**config.mk**
```make
export PLATFORM = sky130hd
export DESIGN_NAME = reclose_sequencer
export DESIGN_NICKNAME = d
export VERILOG_FILES = /design/src/hdl/recloser_pkg.sv /design/src/hdl/reclose_sequencer.sv
export SDC_FILE = /design/constraint.sdc
export NUM_CORES = 2
export LEC_CHECK = 0
export ABC_AREA = 1
export BUFFER_PORTS_ARGS = -buffer_cell sky130_fd_sc_hd__buf_2
export CAP_MARGIN = 25
export CELL_PAD_IN_SITES_DETAIL_PLACEMENT = 1
export CELL_PAD_IN_SITES_GLOBAL_PLACEMENT = 2
export CORE_MARGIN = 2
export CORE_UTILIZATION = 41
export CTS_BUF_LIST = sky130_fd_sc_hd__clkbuf_2 sky130_fd_sc_hd__clkbuf_4 sky130_fd_sc_hd__clkbuf_8
export DETAILED_ROUTE_END_ITERATION = 12
export GPL_ROUTABILITY_DRIVEN = 0
export HOLD_SLACK_MARGIN = 0.05
export PLACE_DENSITY_LB_ADDON = 0.12
export SLEW_MARGIN = 20
export SYNTH_ARGS = -nofsm -noshare
export SYNTH_HDL_FRONTEND = slang
export SYNTH_SLANG_ARGS = --single-unit
```
**constraint.sdc**
```tcl
create_clock -name REF_CLK -period 23.4 [get_ports REF_CLK]
set_input_delay 0 -clock REF_CLK [delete_from_list [all_inputs] [get_ports REF_CLK]]
set_output_delay 0 -clock REF_CLK [all_outputs]
set_load 0.01 [all_outputs]
```
**src/hdl/recloser_pkg.sv**
```systemverilog
// Shared types and constants for the breaker auto-reclose sequencer
package recloser_pkg;
  localparam int CLK_PERIOD_NS = 20;
  localparam int TICK_TIME_NS  = 1000000;
  localparam int TICK_CYCLES   = TICK_TIME_NS / CLK_PERIOD_NS;
  localparam int NUM_SHOTS     = 5;
  localparam int NUM_COUNTERS  = 8;
  // Register byte addresses
  localparam logic [7:0] ADDR_CTRL     = 8'h00;
  localparam logic [7:0] ADDR_RECLAIM  = 8'h04;
  localparam logic [7:0] ADDR_GRECLAIM = 8'h08;
  localparam logic [7:0] ADDR_EVT_EN   = 8'h0c;
  localparam logic [7:0] ADDR_SHOT0    = 8'h10;
  localparam logic [7:0] ADDR_SHOT4    = 8'h20;
  localparam logic [7:0] ADDR_MODE     = 8'h24;
  localparam logic [7:0] ADDR_STATUS   = 8'h28;
  localparam logic [7:0] ADDR_CNT_CLR  = 8'h2c;
  localparam logic [7:0] ADDR_CNT0     = 8'h30;
  localparam logic [7:0] ADDR_CNT7     = 8'h4c;
  localparam logic [7:0] ADDR_STAMP    = 8'h50;
  // Control register fields
  localparam int CTRL_USE_EN  = 0;
  localparam int CTRL_SHOTS_L = 1;
  localparam int CTRL_TWO_END = 4;
  localparam logic [2:0] SHOTS_RESET = 3'h1;
  // Counter indices
  localparam int CNT_SHOT    = 5;
  localparam int CNT_FINAL   = 6;
  localparam int CNT_SUCCESS = 7;

  typedef enum logic [3:0] {
    ST_READY    = 4'h0,
    ST_OPENING  = 4'h1,
    ST_DEAD     = 4'h3,
    ST_CLOSING  = 4'h2,
    ST_RECLAIM  = 4'h6,
    ST_GRECLAIM = 4'h7,
    ST_FINAL    = 4'h5,
    ST_LOCKED   = 4'h4,
    ST_HALTED   = 4'hc
  } seq_e;

  typedef struct packed {
    logic [4:0] req_on;
    logic [4:0] shot_run;
    logic       ready;
    logic       running;
    logic       dead_on;
    logic       arc_on;
    logic       reclaim_on;
    logic       seq_done;
    logic       final_trip;
    logic       locked;
    logic       halted;
    logic       enabled;
    logic       lock_after;
  } status_s;

  typedef struct packed {
    logic [15:0] mask;
    logic [15:0] level;
    logic [31:0] stamp;
  } event_s;

  typedef struct packed {
    seq_e              st;
    logic [2:0]        shot;
    logic [2:0]        req;
    logic [15:0]       pre;
    logic              tick;
    logic [31:0]       ms;
    logic [15:0]       tmr;
    logic [15:0]       arc;
    logic              lock_after;
    logic              open_cmd;
    logic              close_cmd;
    logic              follower_open;
    logic              use_en;
    logic [2:0]        shots;
    logic              two_end;
    logic [15:0]       reclaim;
    logic [15:0]       greclaim;
    logic [15:0]       evt_en;
    logic [4:0][15:0]  dead;
    logic [4:0][15:0]  act;
    logic [9:0]        mode;
    logic [7:0][15:0]  cnt;
    logic [15:0]       evt_prev;
    logic              evt_v;
    event_s            evt;
    status_s           stat;
    logic              pready;
    logic              pslverr;
    logic [31:0]       prdata;
  } core_s;
endpackage

```
**src/hdl/reclose_sequencer.sv**
```systemverilog
// Breaker auto-reclose sequencer with APB settings, counters and events
//
// Added by the designer: the register offsets and the APB interface to the registers.
`timescale 1ns/10ps
module reclose_sequencer
  import recloser_pkg::*;
#(
  parameter int TICK_COUNT = TICK_CYCLES
) (
  // Clock and reset
  input  wire logic        REF_CLK,
  input  wire logic        RESET,
  // APB slave
  input  wire logic        PSEL,
  input  wire logic        PENABLE,
  input  wire logic        PWRITE,
  input  wire logic [7:0]  PADDR,
  input  wire logic [31:0] PWDATA,
  output logic      [31:0] PRDATA,
  output logic             PREADY,
  output logic             PSLVERR,
  // Reclose requests and control inputs
  input  wire logic        RECLOSE_REQUEST_FIRST,
  input  wire logic        RECLOSE_REQUEST_SECOND,
  input  wire logic        RECLOSE_REQUEST_THIRD,
  input  wire logic        RECLOSE_REQUEST_FOURTH,
  input  wire logic        RECLOSE_REQUEST_FIFTH,
  input  wire logic        RECLOSE_ENABLE_INPUT,
  input  wire logic        RECLOSE_MANUAL_RESET,
  input  wire logic        RECLOSE_LOCK_INPUT,
  input  wire logic        CRITICAL_LOCK_REQUEST,
  // Breaker object control and monitoring
  input  wire logic        BREAKER_CLOSED,
  input  wire logic        MANUAL_OPEN,
  input  wire logic        MANUAL_CLOSE,
  input  wire logic        OPERATION_FAILED,
  output logic             OBJECT_OPEN,
  output logic             OBJECT_CLOSE,
  output logic             FOLLOWER_OPEN,
  // Status and events
  output status_s          STATUS,
  output logic             EVENT_VALID,
  output event_s           EVENT
);

  core_s       s;
  core_s       next_s;
  logic [4:0]  reqv;
  logic        any_req;
  logic [2:0]  top;
  logic        en;
  logic        arc_sel;
  logic        disc_sel;
  logic        advance;
  logic        success;
  logic [7:0]  inc;
  logic [7:0]  clr;
  logic [15:0] cur;
  logic [15:0] changed;
  logic [3:0]  sidx;
  logic [31:0] rdat;
  logic        unmapped;
  logic        access;

  always_comb begin
    next_s = s;
    reqv = {RECLOSE_REQUEST_FIFTH, RECLOSE_REQUEST_FOURTH, RECLOSE_REQUEST_THIRD,
            RECLOSE_REQUEST_SECOND, RECLOSE_REQUEST_FIRST};
    any_req = |reqv;
    top = 3'h0;
    for (int i = NUM_SHOTS - 1; i >= 0; i--) begin
      if (reqv[i]) begin
        top = 3'(i);
      end
    end
    en = !s.use_en || RECLOSE_ENABLE_INPUT;
    // Live settings of the running shot are read every cycle
    arc_sel = s.mode[{s.shot, 1'b0}];
    disc_sel = s.mode[{s.shot, 1'b1}];
    advance = 1'b0;
    success = 1'b0;
    inc = 8'h00;
    clr = 8'h00;

    ////////////////////////////////////////////////////////////////////////////
    // Millisecond tick and timestamp
    next_s.tick = 1'b0;
    if (s.pre == 16'(TICK_COUNT - 1)) begin
      next_s.pre = 16'h0000;
      next_s.tick = 1'b1;
      next_s.ms = s.ms + 32'h00000001;
    end else begin
      next_s.pre = s.pre + 16'h0001;
    end

    ////////////////////////////////////////////////////////////////////////////
    // Sequencer
    case (s.st)
      ST_READY: begin
        next_s.open_cmd = 1'b0;
        next_s.close_cmd = 1'b0;
        next_s.follower_open = 1'b0;
        if (en && any_req && BREAKER_CLOSED) begin
          next_s.st = ST_OPENING;
          next_s.shot = 3'h0;
          next_s.req = top;
          next_s.open_cmd = 1'b1;
          next_s.follower_open = s.two_end;
          inc[top] = 1'b1;
          inc[CNT_SHOT] = 1'b1;
        end
      end
      ST_OPENING: begin
        if (OPERATION_FAILED) begin
          next_s.st = ST_LOCKED;
          next_s.open_cmd = 1'b0;
        end else if (!BREAKER_CLOSED) begin
          next_s.st = ST_DEAD;
          next_s.open_cmd = 1'b0;
          next_s.tmr = 16'h0000;
        end
      end
      ST_DEAD: begin
        if (s.tick) begin
          next_s.tmr = s.tmr + 16'h0001;
        end
        if (s.tmr >= s.dead[s.shot]) begin
          next_s.st = ST_CLOSING;
          next_s.close_cmd = 1'b1;
        end
      end
      ST_CLOSING: begin
        if (OPERATION_FAILED) begin
          next_s.st = ST_LOCKED;
          next_s.close_cmd = 1'b0;
        end else if (BREAKER_CLOSED) begin
          next_s.st = ST_RECLAIM;
          next_s.close_cmd = 1'b0;
          next_s.tmr = 16'h0000;
          next_s.arc = 16'h0000;
        end
      end
      ST_RECLAIM: begin
        if (s.tick) begin
          next_s.tmr = s.tmr + 16'h0001;
        end
        if (arc_sel) begin
          if (any_req && s.tick) begin
            next_s.arc = s.arc + 16'h0001;
          end
          if (any_req && s.arc >= s.act[s.shot]) begin
            advance = 1'b1;
          end else if (s.tmr >= s.reclaim) begin
            success = 1'b1;
          end
        end else if (disc_sel && any_req && s.tmr < s.act[s.shot]) begin
          next_s.st = ST_HALTED;
        end else if (any_req) begin
          advance = 1'b1;
        end else if (s.tmr >= s.reclaim) begin
          success = 1'b1;
        end
      end
      ST_GRECLAIM: begin
        if (s.tick) begin
          next_s.tmr = s.tmr + 16'h0001;
        end
        if (any_req) begin
          next_s.st = ST_FINAL;
          next_s.open_cmd = 1'b1;
          inc[CNT_FINAL] = 1'b1;
        end else if (s.tmr >= s.greclaim) begin
          next_s.st = s.lock_after ? ST_LOCKED : ST_READY;
        end
      end
      ST_FINAL: begin
        if (!BREAKER_CLOSED || OPERATION_FAILED) begin
          next_s.st = ST_LOCKED;
          next_s.open_cmd = 1'b0;
        end
      end
      ST_LOCKED: begin
        next_s.open_cmd = 1'b0;
        next_s.close_cmd = 1'b0;
        if (RECLOSE_MANUAL_RESET && !RECLOSE_LOCK_INPUT) begin
          next_s.st = ST_READY;
          next_s.lock_after = 1'b0;
        end
      end
      ST_HALTED: begin
        // No open or close command while halted; FOLLOWER_OPEN keeps its value
        next_s.open_cmd = 1'b0;
        next_s.close_cmd = 1'b0;
        if (RECLOSE_MANUAL_RESET && BREAKER_CLOSED) begin
          next_s.st = ST_READY;
        end
      end
      default: begin
        next_s.st = ST_LOCKED;
      end
    endcase

    if (advance) begin
      inc[top] = 1'b1;
      // Shot count above five is clamped so the shot index never leaves the table
      if (s.shot + 3'h1 < s.shots && s.shot < 3'(NUM_SHOTS - 1)) begin
        next_s.shot = s.shot + 3'h1;
        next_s.st = ST_OPENING;
        next_s.open_cmd = 1'b1;
        inc[CNT_SHOT] = 1'b1;
      end else begin
        next_s.st = ST_FINAL;
        next_s.open_cmd = 1'b1;
        inc[CNT_FINAL] = 1'b1;
      end
    end
    if (success) begin
      next_s.follower_open = 1'b0;
      next_s.tmr = 16'h0000;
      next_s.st = ST_GRECLAIM;
      inc[CNT_SUCCESS] = 1'b1;
    end

    ////////////////////////////////////////////////////////////////////////////
    // Manual breaker operation, locking and critical request
    if (s.st != ST_READY && s.st != ST_LOCKED && s.st != ST_HALTED) begin
      if (MANUAL_CLOSE && s.st == ST_DEAD) begin
        next_s.st = ST_GRECLAIM;
        next_s.lock_after = 1'b1;
        next_s.tmr = 16'h0000;
        next_s.open_cmd = 1'b0;
        next_s.close_cmd = 1'b0;
      end else if (MANUAL_OPEN || MANUAL_CLOSE) begin
        next_s.st = ST_READY;
        next_s.open_cmd = 1'b0;
        next_s.close_cmd = 1'b0;
      end
    end
    if (!en && s.st == ST_READY) begin
      next_s.st = ST_READY;
    end
    if (RECLOSE_LOCK_INPUT || CRITICAL_LOCK_REQUEST) begin
      next_s.st = ST_LOCKED;
      next_s.open_cmd = 1'b0;
      next_s.close_cmd = 1'b0;
    end

    ////////////////////////////////////////////////////////////////////////////
    // APB slave: one wait state, write lands on the edge that sees PREADY
    access = PSEL && PENABLE;
    sidx = 4'(PADDR[7:2] - ADDR_SHOT0[7:2]);
    unmapped = 1'b0;
    rdat = 32'h00000000;
    case (PADDR)
      ADDR_CTRL:     rdat = {27'h0, s.two_end, s.shots, s.use_en};
      ADDR_RECLAIM:  rdat = {16'h0, s.reclaim};
      ADDR_GRECLAIM: rdat = {16'h0, s.greclaim};
      ADDR_EVT_EN:   rdat = {16'h0, s.evt_en};
      ADDR_MODE:     rdat = {22'h0, s.mode};
      ADDR_STATUS:   rdat = {11'h0, s.stat};
      ADDR_CNT_CLR:  rdat = 32'h00000000;
      ADDR_STAMP:    rdat = s.ms;
      default: begin
        if (PADDR >= ADDR_SHOT0 && PADDR <= ADDR_SHOT4 && PADDR[1:0] == 2'h0) begin
          rdat = {s.act[sidx[2:0]], s.dead[sidx[2:0]]};
        end else if (PADDR >= ADDR_CNT0 && PADDR <= ADDR_CNT7 && PADDR[1:0] == 2'h0) begin
          rdat = {16'h0, s.cnt[3'(PADDR[7:2] - ADDR_CNT0[7:2])]};
        end else begin
          unmapped = 1'b1;
        end
      end
    endcase
    if (access && !s.pready) begin
      next_s.pready = 1'b1;
      next_s.prdata = PWRITE ? 32'h00000000 : rdat;
      next_s.pslverr = unmapped;
      for (int i = 0; i < NUM_SHOTS; i++) begin
        if (PWRITE && PADDR == ADDR_MODE && PWDATA[2 * i] && PWDATA[2 * i + 1]) begin
          next_s.pslverr = 1'b1;
        end
      end
    end else begin
      next_s.pready = 1'b0;
      next_s.pslverr = 1'b0;
    end
    if (access && s.pready && PWRITE && !s.pslverr) begin
      case (PADDR)
        ADDR_CTRL: begin
          next_s.use_en = PWDATA[CTRL_USE_EN];
          next_s.shots = PWDATA[CTRL_SHOTS_L +: 3];
          next_s.two_end = PWDATA[CTRL_TWO_END];
        end
        ADDR_RECLAIM:  next_s.reclaim = PWDATA[15:0];
        ADDR_GRECLAIM: next_s.greclaim = PWDATA[15:0];
        ADDR_EVT_EN:   next_s.evt_en = PWDATA[15:0];
        ADDR_MODE:     next_s.mode = PWDATA[9:0];
        ADDR_CNT_CLR:  clr = PWDATA[7:0];
        default: begin
          if (PADDR >= ADDR_SHOT0 && PADDR <= ADDR_SHOT4) begin
            next_s.dead[sidx[2:0]] = PWDATA[15:0];
            next_s.act[sidx[2:0]] = PWDATA[31:16];
          end
        end
      endcase
    end

    ////////////////////////////////////////////////////////////////////////////
    // Counters: a count in the same cycle as a clear is added after the clear, giving one
    for (int i = 0; i < NUM_COUNTERS; i++) begin
      if (inc[i]) begin
        next_s.cnt[i] = (clr[i] ? 16'h0000 : s.cnt[i]) + 16'h0001;
      end else if (clr[i]) begin
        next_s.cnt[i] = 16'h0000;
      end
    end

    ////////////////////////////////////////////////////////////////////////////
    // Status and time-stamped change events
    next_s.stat.req_on = (s.st == ST_READY || s.st == ST_LOCKED || s.st == ST_HALTED)
                         ? 5'h00 : 5'(5'h01 << s.req);
    next_s.stat.shot_run = (s.st == ST_READY || s.st == ST_LOCKED || s.st == ST_HALTED
                            || s.st == ST_GRECLAIM) ? 5'h00 : 5'(5'h01 << s.shot);
    next_s.stat.ready = s.st == ST_READY && en;
    next_s.stat.running = s.st inside {ST_OPENING, ST_DEAD, ST_CLOSING, ST_RECLAIM};
    next_s.stat.dead_on = s.st == ST_DEAD;
    next_s.stat.arc_on = s.st == ST_RECLAIM && arc_sel && any_req;
    next_s.stat.reclaim_on = s.st == ST_RECLAIM || s.st == ST_GRECLAIM;
    next_s.stat.seq_done = s.st == ST_RECLAIM && s.shot + 3'h1 >= s.shots;
    next_s.stat.final_trip = s.st == ST_FINAL;
    next_s.stat.locked = s.st == ST_LOCKED;
    next_s.stat.halted = s.st == ST_HALTED;
    next_s.stat.enabled = en;
    next_s.stat.lock_after = s.lock_after;
    cur = {reqv, RECLOSE_ENABLE_INPUT, RECLOSE_MANUAL_RESET, RECLOSE_LOCK_INPUT,
           CRITICAL_LOCK_REQUEST, s.open_cmd, s.close_cmd, s.stat.ready,
           s.stat.running, s.stat.final_trip, s.stat.locked, s.stat.halted};
    changed = (cur ^ s.evt_prev) & s.evt_en;
    next_s.evt_prev = cur;
    next_s.evt_v = |changed;
    next_s.evt.mask = changed;
    next_s.evt.level = cur;
    next_s.evt.stamp = s.ms;
  end

  always_ff @(posedge REF_CLK or posedge RESET) begin
    if (RESET) begin
      s <= '0;
      s.st <= ST_READY;
      s.shots <= SHOTS_RESET;
    end else begin
      s <= next_s;
    end
  end

  ////////////////////////////////////////////////////////////////////////////
  // Outputs
  assign PRDATA = s.prdata;
  assign PREADY = s.pready;
  assign PSLVERR = s.pslverr;
  assign OBJECT_OPEN = s.open_cmd;
  assign OBJECT_CLOSE = s.close_cmd;
  assign FOLLOWER_OPEN = s.follower_open;
  assign STATUS = s.stat;
  assign EVENT_VALID = s.evt_v;
  assign EVENT = s.evt;

endmodule

```
# Yosys cells after proc, flatten, opt, wreduce, memory -nomap -nowiden
# Cells that the tools add are included.
[word_totals]
register_bits = 566
in_bits = 58
output_inout_bits = 123
[classes]
addsub = 15
order_cmp = 20
eq_ne = 22
shift = 2
n_mux = 137
bitwise = 4
reduce_logical = 75
[op_table]
columns = ["operator", "n"]
rows = [
  ["16-bit 2-to-1 mux", 32],
  ["32-bit one-hot mux with 8 select lines", 1],
  ["16-bit binary-select mux with 3-bit select", 5],
  ["16-bit by 1-bit adder with 16-bit output, second input constant", 11],
  ["80-bit bitwise mux", 2],
  ["32-bit 2-to-1 mux", 4],
  ["4-bit 2-to-1 mux", 18],
  ["16-bit >= comparator", 4],
  ["16-bit demux with 3-bit select", 1],
  ["16-bit one-hot mux with 3 select lines", 1],
  ["1-bit 2-to-1 mux", 41],
  ["1-bit logical AND", 39],
  ["4-bit one-hot mux with 9 select lines", 1],
  ["33-bit 2-to-1 mux", 1],
  ["32-bit by 1-bit adder with 32-bit output, second input constant", 1],
  ["8-bit 2-to-1 mux", 4],
  ["16-bit one-hot mux with 2 select lines", 1],
  ["3-bit 2-to-1 mux", 9],
  ["8-bit by 6-bit == test with 1-bit output, second input constant", 3],
  ["16-bit bitwise AND", 1],
  ["16-bit == test, second input constant", 1],
  ["4-bit by 3-bit == test with 1-bit output, second input constant", 4],
  ["8-bit by 4-bit == test with 1-bit output, second input constant", 2],
  ["16-bit < comparator", 1],
  ["other kinds (50)", 87],
]

# Depth between registers and ports, before layout
[depth]
depth_word = 16
ltp_mapped = 26

# Worst setup path after synthesis
# OpenSTA, ideal clock, no wires.
[synth_timing]
path_type = "register to register"
start = "register s[575] (netlist bit)"
end = "register s[142] (netlist bit)"
setup_ns = 0.117
t_arrival_ns = 3.132
path_slack_ns = 20.151
stages_incl_launch_ff = 21
path_cell_list = "dfrtp_1 buf_4 clkbuf_1 clkbuf_1 a21oi_1 a221o_1 o21ai_0 inv_1 ha_1 nand2_1 nor2_1 nand2_1 o211ai_1 nand2_1 nand3_1 nand2_1 nand2_4 nand3b_2 buf_2 nand3_1 nand2_1"
[synth_lines]
columns = ["element", "line_no", "rtl"]
rows = [
  ["start: declaration", "reclose_sequencer.sv:46", "core_s s;"],
  ["start signal: assignment", "reclose_sequencer.sv:351", "s <= next_s;"],
]

==> impl_metrics.toml <==
[run_status]
status = "finished, final reports clean"

[clock_network]
cts_made_buffers = 103
cts_root_buf = "clkbuf_8"
cts.path.max_buffers = 3
htree_levels = 3
insertion_delay_ns = 0.72
cts_sinks = 566
clkTransAtPathRegs_ns = 0.06
post_cts_buffers = 0
cts_tree = "built"

[route]
drcViolationCount = 0
post_drt_via_cell_ratio = 5.596
dr.pass1.iters = 6
drt_wl_total_mm = 127.4
drtIter0Drc = 2749
wire_per_inst_um = 23.89
via_count = 29840
postRouteAntennaNets = 0

[finish]
drive_gt1_share_pct = 11.41
postLayoutCoreUtil_pct = 46.22
stdcell_count = 5332
nNetsFinal = 4368
area_growth_pct = 12.20

[grt]
grt_antenna_before_repair = 6
grt_max_degree = 162
grt_pass1_wl_mm = 193.0
grt_use_total_pct = 31.29
grt_remaining_overflow = 0
grt_pass1_vias = 29750

[setup_path]
critPathSlowestCell = "dlygate4sd3_1"
worstReg2RegStart = "s[575]$_DFF_PP0_"
end_kind = "flip-flop"
startpoint_type = "flip-flop"
path_max_fanout = 38
path_common_cell = "nand3_1"
crit_family = "buffers and inverters"
reg2reg_depth = 18
arrival_ns = 6.03
crit_type = "flip-flop to flip-flop"
path_cells = "inv_2 > buf_4 > nand2_1 > a221o_1 > o21ai_0 > inv_1 > ha_1 > nand4_1 > nor3_1 > nand3_1 > nand3_1 > nand2_1 > nand2_4 > nand3_2 > nand3_1 > dlygate4sd3_1 > nand3_1 > dlygate4sd3_1"
crit_path_start = "s[575]$_DFF_PP0_"
path_buf_inv = 5
crit_cells = 18
r2r_end = "s[580]$_DFF_PP0_"
crit_path_max_incr_delay_ns = 0.57
crit_path_end = "s[580]$_DFF_PP0_"
r2r_setup_slack_ns = 17.96
crit_required_ns = 23.99

[sta]
hold_viol = 0
setup-violations-final = 0
period_share_pct = 23.24
fmaxAchievable_mhz = 183.9
drv_slew = 0
fin_tns_setup_ns = 0
rsz0062_at_grt = "no"
relSlewSlack_pct = 20.28
finClkSkew_ns = 0.02010
min_period_ns = 5.437
worst_pin_slew_ns = 1.192

[floorplan]
start_util_pct = 41.19
die-area_sq_um = 81240
io_pins = 181
rows = 103
fp.dieH_um = 285.0
core_area_sq_um = 78610
fp.dieW_um = 285.0

[placement]
dp_hpwl_mm = 92.12
io_buffers = 180
dp.cells = 5078

[synthesis]
synthCells = 4098
synth.area.mux_share_pct = 0.03091
synth_xor_area_share_pct = 3.976
synthTopCellsByCount = "nand2_1 (879), dfrtp_1 (565), inv_1 (470)"
yosys.area_share.adder_pct = 3.825
synth_top_family_by_area = "simple AND/OR/NAND/NOR gates"
syn_area_sq_um = 32380
synth_seq_cells = 566
synth_edf_count = 0
synth_warnings = 0
synthFlopType = "dfrtp_1"
synth-simple-area-share_pct = 22.59
synth_most_common_cell = "nand2_1"
syn_avg_cell_area_sq_um = 7.901
syn_nets = 4255
synth.area.top_cells = "dfrtp_1 (44%), nand2_1 (10%), o21ai_0 (6.3%)"
netlist.area_leader.share_pct = 43.66
synth_seq_area_share_pct = 43.75
synth_compound_area_share_pct = 15.13
synth_largest_area_cell = "dfrtp_1"
synth.distinct_cells = 60
async_reset_ff_share_pct = 100.0

[worst_hold_path]
min_path_cells = 3
min_from = "RECLOSE_REQUEST_THIRD"
worstHoldPathType = "input pin to flip-flop"

[power]
leakage_nw = 17.73
peakVddDrop_mv = 0.04187
pwr_density_cell_nw_per_um2 = 69.21

[flow_run]
maxCapViolations = 0
## how the worst min path moves through the flow
| stage | end | slack [ns] |
|---|---|---|
| 3_5_place_dp | EVENT[39]$_DFF_PP0_ | 0.17 |
| 4_1_cts | s[346]$_DFFE_PP0P_ | 0.05 |
| 2_1_floorplan | EVENT[39]$_DFF_PP0_ | 0.03 |
| 5_1_grt | EVENT[61]$_DFF_PP0_ | 0.08 |
| 6_report | EVENT[61]$_DFF_PP0_ | 0.08 |
| 3_3_place_gp | EVENT[39]$_DFF_PP0_ | 0.16 |
## through the flow
stage	cell area (sq um)	hold WS [ns]	setup slack (ns)	power, mW
2_1_floorplan	32380	0.03143	7.571	1.344
3_3_place_gp	33290	0.1630	18.86	1.467
3_5_place_dp	33310	0.1674	18.80	1.474
4_1_cts	36240	0.05167	18.04	2.530
5_1_grt	36320	0.07718	17.72	2.636
6_report	36330	0.08446	17.96	2.515
## registers in the layout (all words and copies together), names as in the netlist
register	cells
FOLLOWER_OPEN	1
next_s	33
OBJECT_OPEN	1
PRDATA	32
s	410
PREADY	1
EVENT	64
EVENT_VALID	1
OBJECT_CLOSE	1
STATUS	21
PSLVERR	1
## placed cells by master (no fill, tap or decap), drive strengths merged, types with 2 or more instances in the layout
cell type and count:
nand2 899, dfrtp 565, inv 481, o21ai 409
nor2 298, nand3 281, buf 227, a21oi 189
clkbuf 154, o22ai 123, nor3 105, ha 99
xor2 94, dlygate4sd3 72, xnor2 53, nand4 34
nor4 28, a221oi 22, o32ai 20, a221o 17
o31ai 17, a211oi 12, o221ai 12, clkinv 12
a32o 11, o211ai 6, bufinv 6, nand3b 6
diode 4, o2111ai 4, and3 3, clkinvlp 3
nor3b 2, a31oi 2, o21a 2, a22oi 2
## power by group
part	internal (mW)	switching, mW
sequential	1.03	0.0502
combinational	0.131	0.265
clock	0.595	0.447
## metal layers
metal / vias up / global-route usage (%) / share of wire (%)
met5: - / 0 / 0.021
met4: 4 / 10.27 / 3.1
met3: 185 / 6.152 / 7.3
met2: 951 / 47.06 / 44
met1: 14950 / 45.15 / 46
li1: 13750 / - / -
## logic make-up (layout without fill, tap and decap cells)
kind of cell,after synthesis,after routing
and+or+nand+nor,1658,1658
AOI/OAI and AO/OA,852,852
buffers and inverters,775,955
DFF,566,566
xor gates and xnor gates,147,147
adders and majority gates,99,99
muxes,1,1
other,0,4
## final cells by class
| cell class | instances | area [sq um] |
|---|---|---|
| clock buffers | 153 | 1956 |
| repair buffers | 300 | 2029 |
| inverters | 483 | 1821 |
| flip-flops and latches | 566 | 14170 |
| multi-input cells | 2757 | 14780 |
| clock inverters | 19 | 256.5 |
| fillers | 9640 | 42280 |
| well taps | 1050 | 1314 |
| diodes | 4 | 10.01 |
## repair_timing
item                                   CTS  global route
resized for setup                        0             0
endpoints found under the hold margin  394             0
hold buffers                            72             0
## tightest hold or removal path: cells and delay by family
kind | cells | cell delay, ns
compound gates | 1 | 0.09
buf+inv | 2 | 0.67
Note: power is estimated with default switching activity, not from simulation.
